<file path="src/tor_defs.svh">
/*
  Register offsets, reset values and codes for the terminal override and relay map block.
  Assumes inclusion by bare name from design files; definitions only.
*/
`ifndef TOR_DEFS_SVH
`define TOR_DEFS_SVH

`define TOR_ADDR_W           8
`define TOR_OFS_FREQ_SRC     8'h00
`define TOR_OFS_RUN_SRC      8'h04
`define TOR_OFS_SLOT_BASE    8'h10
`define TOR_OFS_SLOT_LAST    8'h24
`define TOR_OFS_OUT11_FUNC   8'h28
`define TOR_OFS_OUT12_FUNC   8'h2c
`define TOR_OFS_RELAY_FUNC   8'h30
`define TOR_OFS_RELAY_POL    8'h34
`define TOR_OFS_STATUS       8'h38

`define TOR_NUM_SLOTS        6
`define TOR_NUM_FUNCS        16
`define TOR_CODE_FORCE_TERM  8'h33
`define TOR_SRC_TERMINAL     8'h01
`define TOR_FUNC_RUN         8'h00
`define TOR_FUNC_ALARM       8'h05
`define TOR_POL_DIRECT       1'h0
`define TOR_POL_INVERT       1'h1

`define TOR_RST_FREQ_SRC     8'h02
`define TOR_RST_RUN_SRC      8'h02
`define TOR_RST_SLOT         8'h00
`define TOR_RST_OUT11_FUNC   8'h00
`define TOR_RST_OUT12_FUNC   8'h00
`define TOR_RST_RELAY_FUNC   `TOR_FUNC_ALARM
`define TOR_RST_RELAY_POL    `TOR_POL_INVERT

`endif

</file>
<file path="src/tor_pkg.sv">
/*
  Types for the terminal override and relay map block.
  Assumes the constants header is included by the design files that use its macros; this package and the synchroniser do not include it.
*/
package tor_pkg;
    typedef enum logic [0:0] {TOR_ST_IDLE, TOR_ST_STOPPING} tor_ovr_state_t;
    typedef logic [7:0] tor_code_t;
endpackage

</file>
<file path="src/tor_sync.sv">
/*
  Two-stage synchroniser for a group of terminal inputs, one stage pair per bit.
  Assumes ref_clk and an active-low asynchronous reset.
*/
`timescale 1ns/1ps

module tor_sync #(
    parameter int WIDTH = 6
) (
    input  wire logic             ref_clk,
    input  wire logic             reset_n,
    input  wire logic [WIDTH-1:0] rawIn,
    output logic      [WIDTH-1:0] syncOut
);
    logic [WIDTH-1:0] stage1_r;

    // first stage feeds only the second
    for (genvar i = 0; i < WIDTH; i++)
    begin : g_bit
        always_ff @(posedge ref_clk or negedge reset_n)
        begin
            if (!reset_n)
            begin
                stage1_r[i] <= 1'b0;
                syncOut[i]  <= 1'b0;
            end
            else
            begin
                stage1_r[i] <= rawIn[i];
                syncOut[i]  <= stage1_r[i];
            end
        end
    end
endmodule

</file>
<file path="src/tor_terminal_override_relay.sv">
/*
  Terminal source override and output function map with alarm relay, APB slave.
  Assumes synchronous APB master on ref_clk; motorRunning and function signals synchronous.
*/
// Implementation choices: the register addresses and register access over APB.
`timescale 1ns/1ps
`include "tor_defs.svh"

module tor_terminal_override_relay (
    input  wire logic        ref_clk,
    input  wire logic        reset_n,
    input  wire logic        psel,
    input  wire logic        penable,
    input  wire logic        pwrite,
    input  wire logic [7:0]  paddr,
    input  wire logic [31:0] pwdata,
    output logic      [31:0] prdata,
    output logic             pready,
    output logic             pslverr,
    input  wire logic [5:0]  termIn,
    input  wire logic        motorRunning,
    input  wire logic [15:0] funcSig,
    output logic [7:0]       freqSrcEff,
    output logic [7:0]       runSrcEff,
    output logic             stopRequest,
    output logic             oc11On,
    output logic             oc12On,
    output logic             relayCoil
);
    logic [5:0]           termSync;
    logic                 overrideReq;
    tor_pkg::tor_code_t   freqSrcSel_r, freqSrcSel_nxt;
    tor_pkg::tor_code_t   runSrcSel_r, runSrcSel_nxt;
    tor_pkg::tor_code_t   slotFunc_r [`TOR_NUM_SLOTS];
    tor_pkg::tor_code_t   slotFunc_nxt [`TOR_NUM_SLOTS];
    tor_pkg::tor_code_t   out11Func_r, out11Func_nxt;
    tor_pkg::tor_code_t   out12Func_r, out12Func_nxt;
    tor_pkg::tor_code_t   relayFunc_r, relayFunc_nxt;
    logic                 relayPol_r, relayPol_nxt;
    logic [31:0]          prdata_nxt;
    logic                 pready_nxt, pslverr_nxt;
    logic                 wrEn;
    tor_pkg::tor_ovr_state_t state_r, state_nxt;
    logic                 applied_r, applied_nxt;
    logic                 stop_nxt;
    logic [7:0]           freqEff_nxt, runEff_nxt;
    logic                 oc11_nxt, oc12_nxt, coil_nxt;

    tor_sync #(.WIDTH(`TOR_NUM_SLOTS)) u_sync (
        .ref_clk (ref_clk),
        .reset_n (reset_n),
        .rawIn   (termIn),
        .syncOut (termSync)
    );

    // override request from any slot coded as force-terminal, synchronised inputs only
    always_comb
    begin
        overrideReq = 1'b0;
        for (int i = 0; i < `TOR_NUM_SLOTS; i++)
            if (slotFunc_r[i] == `TOR_CODE_FORCE_TERM && termSync[i])
                overrideReq = 1'b1;
    end

    // function signal picked by an 8-bit code; codes out of range read as off
    function automatic logic pickFunc(input logic [7:0] code, input logic [15:0] sig);
        pickFunc = (code < 8'h10) ? sig[code[3:0]] : 1'b0;
    endfunction

    // apb: setup cycle arms pready, access cycle completes with zero wait
    assign wrEn = psel && penable && pready && pwrite && !pslverr;

    always_comb
    begin
        freqSrcSel_nxt = freqSrcSel_r;
        runSrcSel_nxt  = runSrcSel_r;
        slotFunc_nxt   = slotFunc_r;
        out11Func_nxt  = out11Func_r;
        out12Func_nxt  = out12Func_r;
        relayFunc_nxt  = relayFunc_r;
        relayPol_nxt   = relayPol_r;
        pready_nxt     = psel && !penable;
        pslverr_nxt    = 1'b0;
        prdata_nxt     = 32'h0;
        if (psel && !penable)
        begin
            if (paddr[1:0] != 2'h0)
                pslverr_nxt = 1'b1;
            else if (paddr >= `TOR_OFS_SLOT_BASE && paddr <= `TOR_OFS_SLOT_LAST)
                prdata_nxt = {24'h0, slotFunc_r[3'((paddr - `TOR_OFS_SLOT_BASE) >> 2)]};
            else
                unique case (paddr)
                    `TOR_OFS_FREQ_SRC:   prdata_nxt = {24'h0, freqSrcSel_r};
                    `TOR_OFS_RUN_SRC:    prdata_nxt = {24'h0, runSrcSel_r};
                    `TOR_OFS_OUT11_FUNC: prdata_nxt = {24'h0, out11Func_r};
                    `TOR_OFS_OUT12_FUNC: prdata_nxt = {24'h0, out12Func_r};
                    `TOR_OFS_RELAY_FUNC: prdata_nxt = {24'h0, relayFunc_r};
                    `TOR_OFS_RELAY_POL:  prdata_nxt = {31'h0, relayPol_r};
                    `TOR_OFS_STATUS:
                        prdata_nxt = {24'h0, relayCoil, oc12On, oc11On, stopRequest,
                                      overrideReq, applied_r, motorRunning, 1'b0};
                    default:             pslverr_nxt = 1'b1;
                endcase
            if (pwrite && paddr == `TOR_OFS_STATUS)
                pslverr_nxt = 1'b1;
        end
        if (wrEn)
        begin
            if (paddr >= `TOR_OFS_SLOT_BASE && paddr <= `TOR_OFS_SLOT_LAST)
                slotFunc_nxt[3'((paddr - `TOR_OFS_SLOT_BASE) >> 2)] = pwdata[7:0];
            else
                unique case (paddr)
                    `TOR_OFS_FREQ_SRC:   freqSrcSel_nxt = pwdata[7:0];
                    `TOR_OFS_RUN_SRC:    runSrcSel_nxt  = pwdata[7:0];
                    `TOR_OFS_OUT11_FUNC: out11Func_nxt  = pwdata[7:0];
                    `TOR_OFS_OUT12_FUNC: out12Func_nxt  = pwdata[7:0];
                    `TOR_OFS_RELAY_FUNC: relayFunc_nxt  = pwdata[7:0];
                    `TOR_OFS_RELAY_POL:  relayPol_nxt   = pwdata[0];
                    default:             ;
                endcase
        end
    end

    always_ff @(posedge ref_clk or negedge reset_n)
    begin
        if (!reset_n)
        begin
            freqSrcSel_r <= `TOR_RST_FREQ_SRC;
            runSrcSel_r  <= `TOR_RST_RUN_SRC;
            for (int i = 0; i < `TOR_NUM_SLOTS; i++)
                slotFunc_r[i] <= `TOR_RST_SLOT;
            out11Func_r  <= `TOR_RST_OUT11_FUNC;
            out12Func_r  <= `TOR_RST_OUT12_FUNC;
            relayFunc_r  <= `TOR_RST_RELAY_FUNC;
            relayPol_r   <= `TOR_RST_RELAY_POL;
            prdata       <= 32'h0;
            pready       <= 1'b0;
            pslverr      <= 1'b0;
        end
        else
        begin
            freqSrcSel_r <= freqSrcSel_nxt;
            runSrcSel_r  <= runSrcSel_nxt;
            slotFunc_r   <= slotFunc_nxt;
            out11Func_r  <= out11Func_nxt;
            out12Func_r  <= out12Func_nxt;
            relayFunc_r  <= relayFunc_nxt;
            relayPol_r   <= relayPol_nxt;
            prdata       <= prdata_nxt;
            pready       <= pready_nxt;
            pslverr      <= pslverr_nxt;
        end
    end

    // override switching: a change while running holds stop until the motor halts
    always_comb
    begin
        state_nxt   = state_r;
        applied_nxt = applied_r;
        stop_nxt    = 1'b0;
        unique case (state_r)
            tor_pkg::TOR_ST_IDLE:
                if (overrideReq != applied_r)
                begin
                    if (motorRunning)
                    begin
                        state_nxt = tor_pkg::TOR_ST_STOPPING;
                        stop_nxt  = 1'b1;
                    end
                    else
                        applied_nxt = overrideReq;
                end
            tor_pkg::TOR_ST_STOPPING:
                if (overrideReq == applied_r)
                    state_nxt = tor_pkg::TOR_ST_IDLE;
                else if (motorRunning)
                    stop_nxt = 1'b1;
                else
                begin
                    applied_nxt = overrideReq;
                    state_nxt   = tor_pkg::TOR_ST_IDLE;
                end
        endcase
        freqEff_nxt = applied_r ? `TOR_SRC_TERMINAL : freqSrcSel_r;
        runEff_nxt  = applied_r ? `TOR_SRC_TERMINAL : runSrcSel_r;
        oc11_nxt    = pickFunc(out11Func_r, funcSig);
        oc12_nxt    = pickFunc(out12Func_r, funcSig);
        coil_nxt    = pickFunc(relayFunc_r, funcSig) ^ relayPol_r;
    end

    always_ff @(posedge ref_clk or negedge reset_n)
    begin
        if (!reset_n)
        begin
            state_r     <= tor_pkg::TOR_ST_IDLE;
            applied_r   <= 1'b0;
            stopRequest <= 1'b0;
            freqSrcEff  <= `TOR_RST_FREQ_SRC;
            runSrcEff   <= `TOR_RST_RUN_SRC;
            oc11On      <= 1'b0;
            oc12On      <= 1'b0;
            relayCoil   <= 1'b0;
        end
        else
        begin
            state_r     <= state_nxt;
            applied_r   <= applied_nxt;
            stopRequest <= stop_nxt;
            freqSrcEff  <= freqEff_nxt;
            runSrcEff   <= runEff_nxt;
            oc11On      <= oc11_nxt;
            oc12On      <= oc12_nxt;
            relayCoil   <= coil_nxt;
        end
    end
endmodule

</file>
<file path="config.mk">
export PLATFORM = sky130hd
export DESIGN_NAME = tor_terminal_override_relay
export DESIGN_NICKNAME = d
export VERILOG_FILES = /design/src/tor_pkg.sv /design/src/tor_sync.sv /design/src/tor_terminal_override_relay.sv
export VERILOG_INCLUDE_DIRS = /design/src /design/src/src
export SDC_FILE = /design/constraint.sdc
export NUM_CORES = 1
export LEC_CHECK = 0
export ABC_AREA = 1
export BUFFER_PORTS_ARGS = -buffer_cell sky130_fd_sc_hd__clkbuf_2
export CAP_MARGIN = 20
export CORE_MARGIN = 2
export CORE_UTILIZATION = 51
export DETAILED_ROUTE_END_ITERATION = 8
export PLACE_DENSITY = 0.77
export SLEW_MARGIN = 20
export SYNTH_ARGS = -nofsm -noshare
export SYNTH_HDL_FRONTEND = slang
export SYNTH_HIERARCHICAL = 1
export SYNTH_SLANG_ARGS = --single-unit
</file>
<file path="constraint.sdc">
create_clock -name ref_clk -period 1.8 [get_ports ref_clk]
set_clock_uncertainty 0.2 [all_clocks]
set_input_delay 0.27 -clock ref_clk [delete_from_list [all_inputs] [get_ports ref_clk]]
set_output_delay 0.27 -clock ref_clk [all_outputs]
set_load 0.01 [all_outputs]
</file>
==> results.rst <==
.. list-table::
   :header-rows: 1

   * - Metric
     - Value
   * - Final weighted congestion in routability-driven placement
     - 0.9251
   * - Total length of routed wires
     - 19.02 mm
   * - Gate count of the mapped netlist
     - 909
   * - WL per Instance
     - 15.36 um
   * - Post-route setup TNS
     - 0 ns
   * - Most common cell after layout, fill and taps aside
     - sky130_fd_sc_hd__nand2_1
   * - Initial Utilization
     - 52.44%
   * - Layout Cell Area excl Fill
     - 8583 um2
   * - Cell area reported after detailed placement
     - 7829 um2
   * - Count of max-cap constraint violations
     - 0
   * - Minimum clock period
     - 1.709 ns
   * - Proportion of synthesized chip area in sequential cells
     - 47.32%
   * - Clock-pin transition on the worst setup and hold timing paths
     - 0.05 ns
   * - Antenna violations before repair
     - 0
   * - CP max FO
     - 9
   * - Cell chosen for the clock root
     - sky130_fd_sc_hd__clkbuf_16
   * - Crit-path slowest cell
     - sky130_fd_sc_hd__dfstp_4
   * - Via Count
     - 6,393
   * - Half-perimeter wire length after placement
     - 13.68 mm
   * - Drc violations
     - 0
   * - Number of library cell types mapped by synthesis
     - 35
   * - Die Area
     - 14,680 um2
   * - Pin slew with the least headroom to its limit
     - 0.5494 ns
   * - Core region area
     - 13,350 um2
   * - Highest clock frequency the design can meet
     - 585.1 MHz
   * - Result of the run
     - completed
   * - Total global routing overflow
     - 0
   * - Antenna Cells
     - 0
   * - Die boundary width
     - 121.2 um
   * - Core occupancy in the finished layout
     - 64.30%
   * - Count of warnings emitted by yosys
     - 6
   * - DRT iter0 DRCs
     - 659
   * - Final hold violation count
     - 0
   * - Slew HR
     - 63.37%
   * - Required time worst endpoint
     - 1.92 ns
   * - Top-level I/O count
     - 122
   * - Highest-count cells in the layout ignoring fill and taps
     - sky130_fd_sc_hd__nand2_1 (273), sky130_fd_sc_hd__dfrtp_1 (125), sky130_fd_sc_hd__inv_1 (92), sky130_fd_sc_hd__nand3_1 (92), sky130_fd_sc_hd__nor2_1 (89)
   * - Peak per-stage delay on the critical path
     - 0.67 ns
   * - Crit share post-route
     - 94.95%
   * - Final Setup Violations
     - 0
   * - Clk Latency, worst-skew pair
     - 0.43 ns
   * - Clock sink total
     - 132
   * - Peak supply drop
     - 0.6325 mV
   * - Vias in the first global route
     - 6,196
   * - Class of the most critical setup path
     - flop to flop
   * - Worst min-delay path category
     - primary input to flop
   * - Sort of element at the end of the critical path
     - flop
   * - CTS buffer count
     - 17
   * - Clock tree from TritonCTS
     - built
   * - Startpoint type of the worst setup path
     - flop
   * - Net count of the finished layout
     - 1,117
   * - Post-synthesis average cell area
     - 7.700 um2
   * - # port buffers
     - 73
   * - Cell Rows
     - 42
   * - FF+latch count, synth
     - 132
   * - Maximum number of pins on one net before global-route repair
     - 43
   * - Power density over the cells
     - 806.9 nW/um2
   * - Final antenna-violating net count
     - 0
   * - Synthesized cell area
     - 6999 um2
   * - Area added between synthesis and finish
     - 22.63%
   * - Gr usage total
     - 27.31%
   * - Share of post-route cells with drive strength above 1
     - 21.75%
   * - Number of cells on the worst reg-to-reg path
     - 8
   * - Number of optimization iterations in the first detailed-route pass
     - 5
   * - Lkg Pwr
     - 4.572 nW
   * - Number of cells traversed by the worst hold path
     - 5
   * - H-Tree Depth
     - 4
   * - Wire length of the first global-routing pass
     - 30.46 mm
   * - Height of the die
     - 121.2 um
   * - Cells along the critical path
     - buf_4 -> nand2_1 -> o211ai_1 -> nand3_1 -> nand3_1 -> nand2_1 -> nand3_1 -> nand2_1
   * - RSZ-0062 raised after global routing
     - false
   * - Final count of pins violating max slew
     - 0
   * - Endpoint arrival time on the critical path
     - 1.82 ns
   * - CTS Buffer Depth
     - 2
   * - Via/cell ratio
     - 5.164
-- final cells by class --
| class | instances | area [um2] |
|---|---|---|
| multi-input cells | 647 | 3013 |
| clock buffers | 19 | 442.9 |
| inverters | 98 | 381.6 |
| fillers | 1152 | 4765 |
| clock inverters | 13 | 135.1 |
| well taps | 176 | 220.2 |
| flip-flops and latches | 132 | 3316 |
| repair buffers | 153 | 1075 |
-- registers in the layout, summed over array words and instances (netlist names), 6 cells and up --
| signal | cells |
|---|---|
| freqSrcSel_r | 8 |
| runSrcEff | 8 |
| freqSrcEff | 8 |
| u_sync/stage1_r | 6 |
| out12Func_r | 8 |
| runSrcSel_r | 8 |
| relayFunc_r | 8 |
| out11Func_r | 8 |
| slotFunc_r | 48 |
| prdata | 8 |
| u_sync/syncOut | 6 |
-- layer usage --
layer	vias to the layer above	track usage (%)	part of all wire (%)
met4	0	12.07	3.3
met2	265	45.40	49
met5	-	0	0
met3	45	6.391	6.7
li1	3129	-	-
met1	2954	33.99	41
-- stage by stage --
step | setup WS [ns] | hold WS, ns | instances | power (mW)
final | 0.09099 | 0.08893 | 1238 | 6.926
after global placement | -0.03818 | 0.01127 | 1191 | 3.604
after floorplan | 0.01688 | -0.2256 | 932 | 3.369
after global routing | 0.005915 | 0.08077 | 1238 | 7.171
after detailed placement | -0.07572 | 0.01478 | 1191 | 3.610
after CTS | 0.01517 | 0.03489 | 1233 | 6.965
-- kinds of logic (layout without fill, tap and decap cells) --
logic type | after synthesis | in the layout | synth area share (%)
flops | 132 | 132 | 47.32
compound gates | 117 | 117 | 9.332
other cells | 1 | 24 | 0.05358
buf+inv | 155 | 283 | 11.37
simple gates | 504 | 506 | 31.93
-- path summary, 6_finish.rpt --
kind	from	end	slack [ns]
worst max register to register	relayFunc_r[0]	relayCoil	0.09
max in group asynchronous	reset_n	slotFunc_r[11]	0.67
worst min register to register	u_sync/stage1_r[1]	u_sync/syncOut[1]	0.15
worst max-delay path	relayFunc_r[0]	relayCoil	0.09
min in group asynchronous	reset_n	relayFunc_r[1]	0.13
worst min-delay path	psel	pslverr	0.09
-- synthesized netlist by cell type, drive strengths merged --
| master | instances | area, um2 |
|---|---|---|
| nand2 | 287 | 1142 |
| o211ai | 12 | 90.09 |
| nand4 | 8 | 50.05 |
| dfrtp | 125 | 3128 |
| conb | 1 | 3.750 |
| nor2 | 100 | 464.2 |
| dfstp | 7 | 183.9 |
| o22ai | 5 | 31.28 |
| buf | 43 | 361.6 |
| a21oi | 23 | 115.1 |
| clkinv | 1 | 5.000 |
| nor3 | 12 | 85.08 |
| or2 | 3 | 18.77 |
| nor4 | 1 | 6.260 |
| a31oi | 1 | 6.260 |
| inv | 97 | 376.6 |
| nor3b | 1 | 7.510 |
| o21ai | 76 | 410.4 |
| clkbuf | 14 | 52.55 |
| nand3 | 92 | 460.4 |
-- critical path: cells and delay by family, from the launching register on --
| family | cells | cell delay [ns] |
|---|---|---|
| and+or+nand+nor | 6 | 0.48 |
| AOI/OAI and AO/OA | 1 | 0.09 |
| buffers and inverters | 1 | 0.17 |
| DFF | 1 | 0.67 |
-- repair_timing --
| action | 4_1_cts | 5_1_grt |
|---|---|---|
| hold buffers | 10 | 0 |
| resized for setup | 0 | 5 |
| endpoints found under the setup margin | 0 | 36 |
| buffers inserted | 0 | 4 |
| hold endpoints to repair | 138 | 0 |
-- power breakdown --
group	switching (mW)	leakage, nW	internal (mW)
Sequential	0.0211	1.54	3.01
Combinational	0.363	2.75	0.190
Clock	1.28	0.282	2.06
Total	1.66	4.57	5.26
Power figures use the tool's default switching activity.
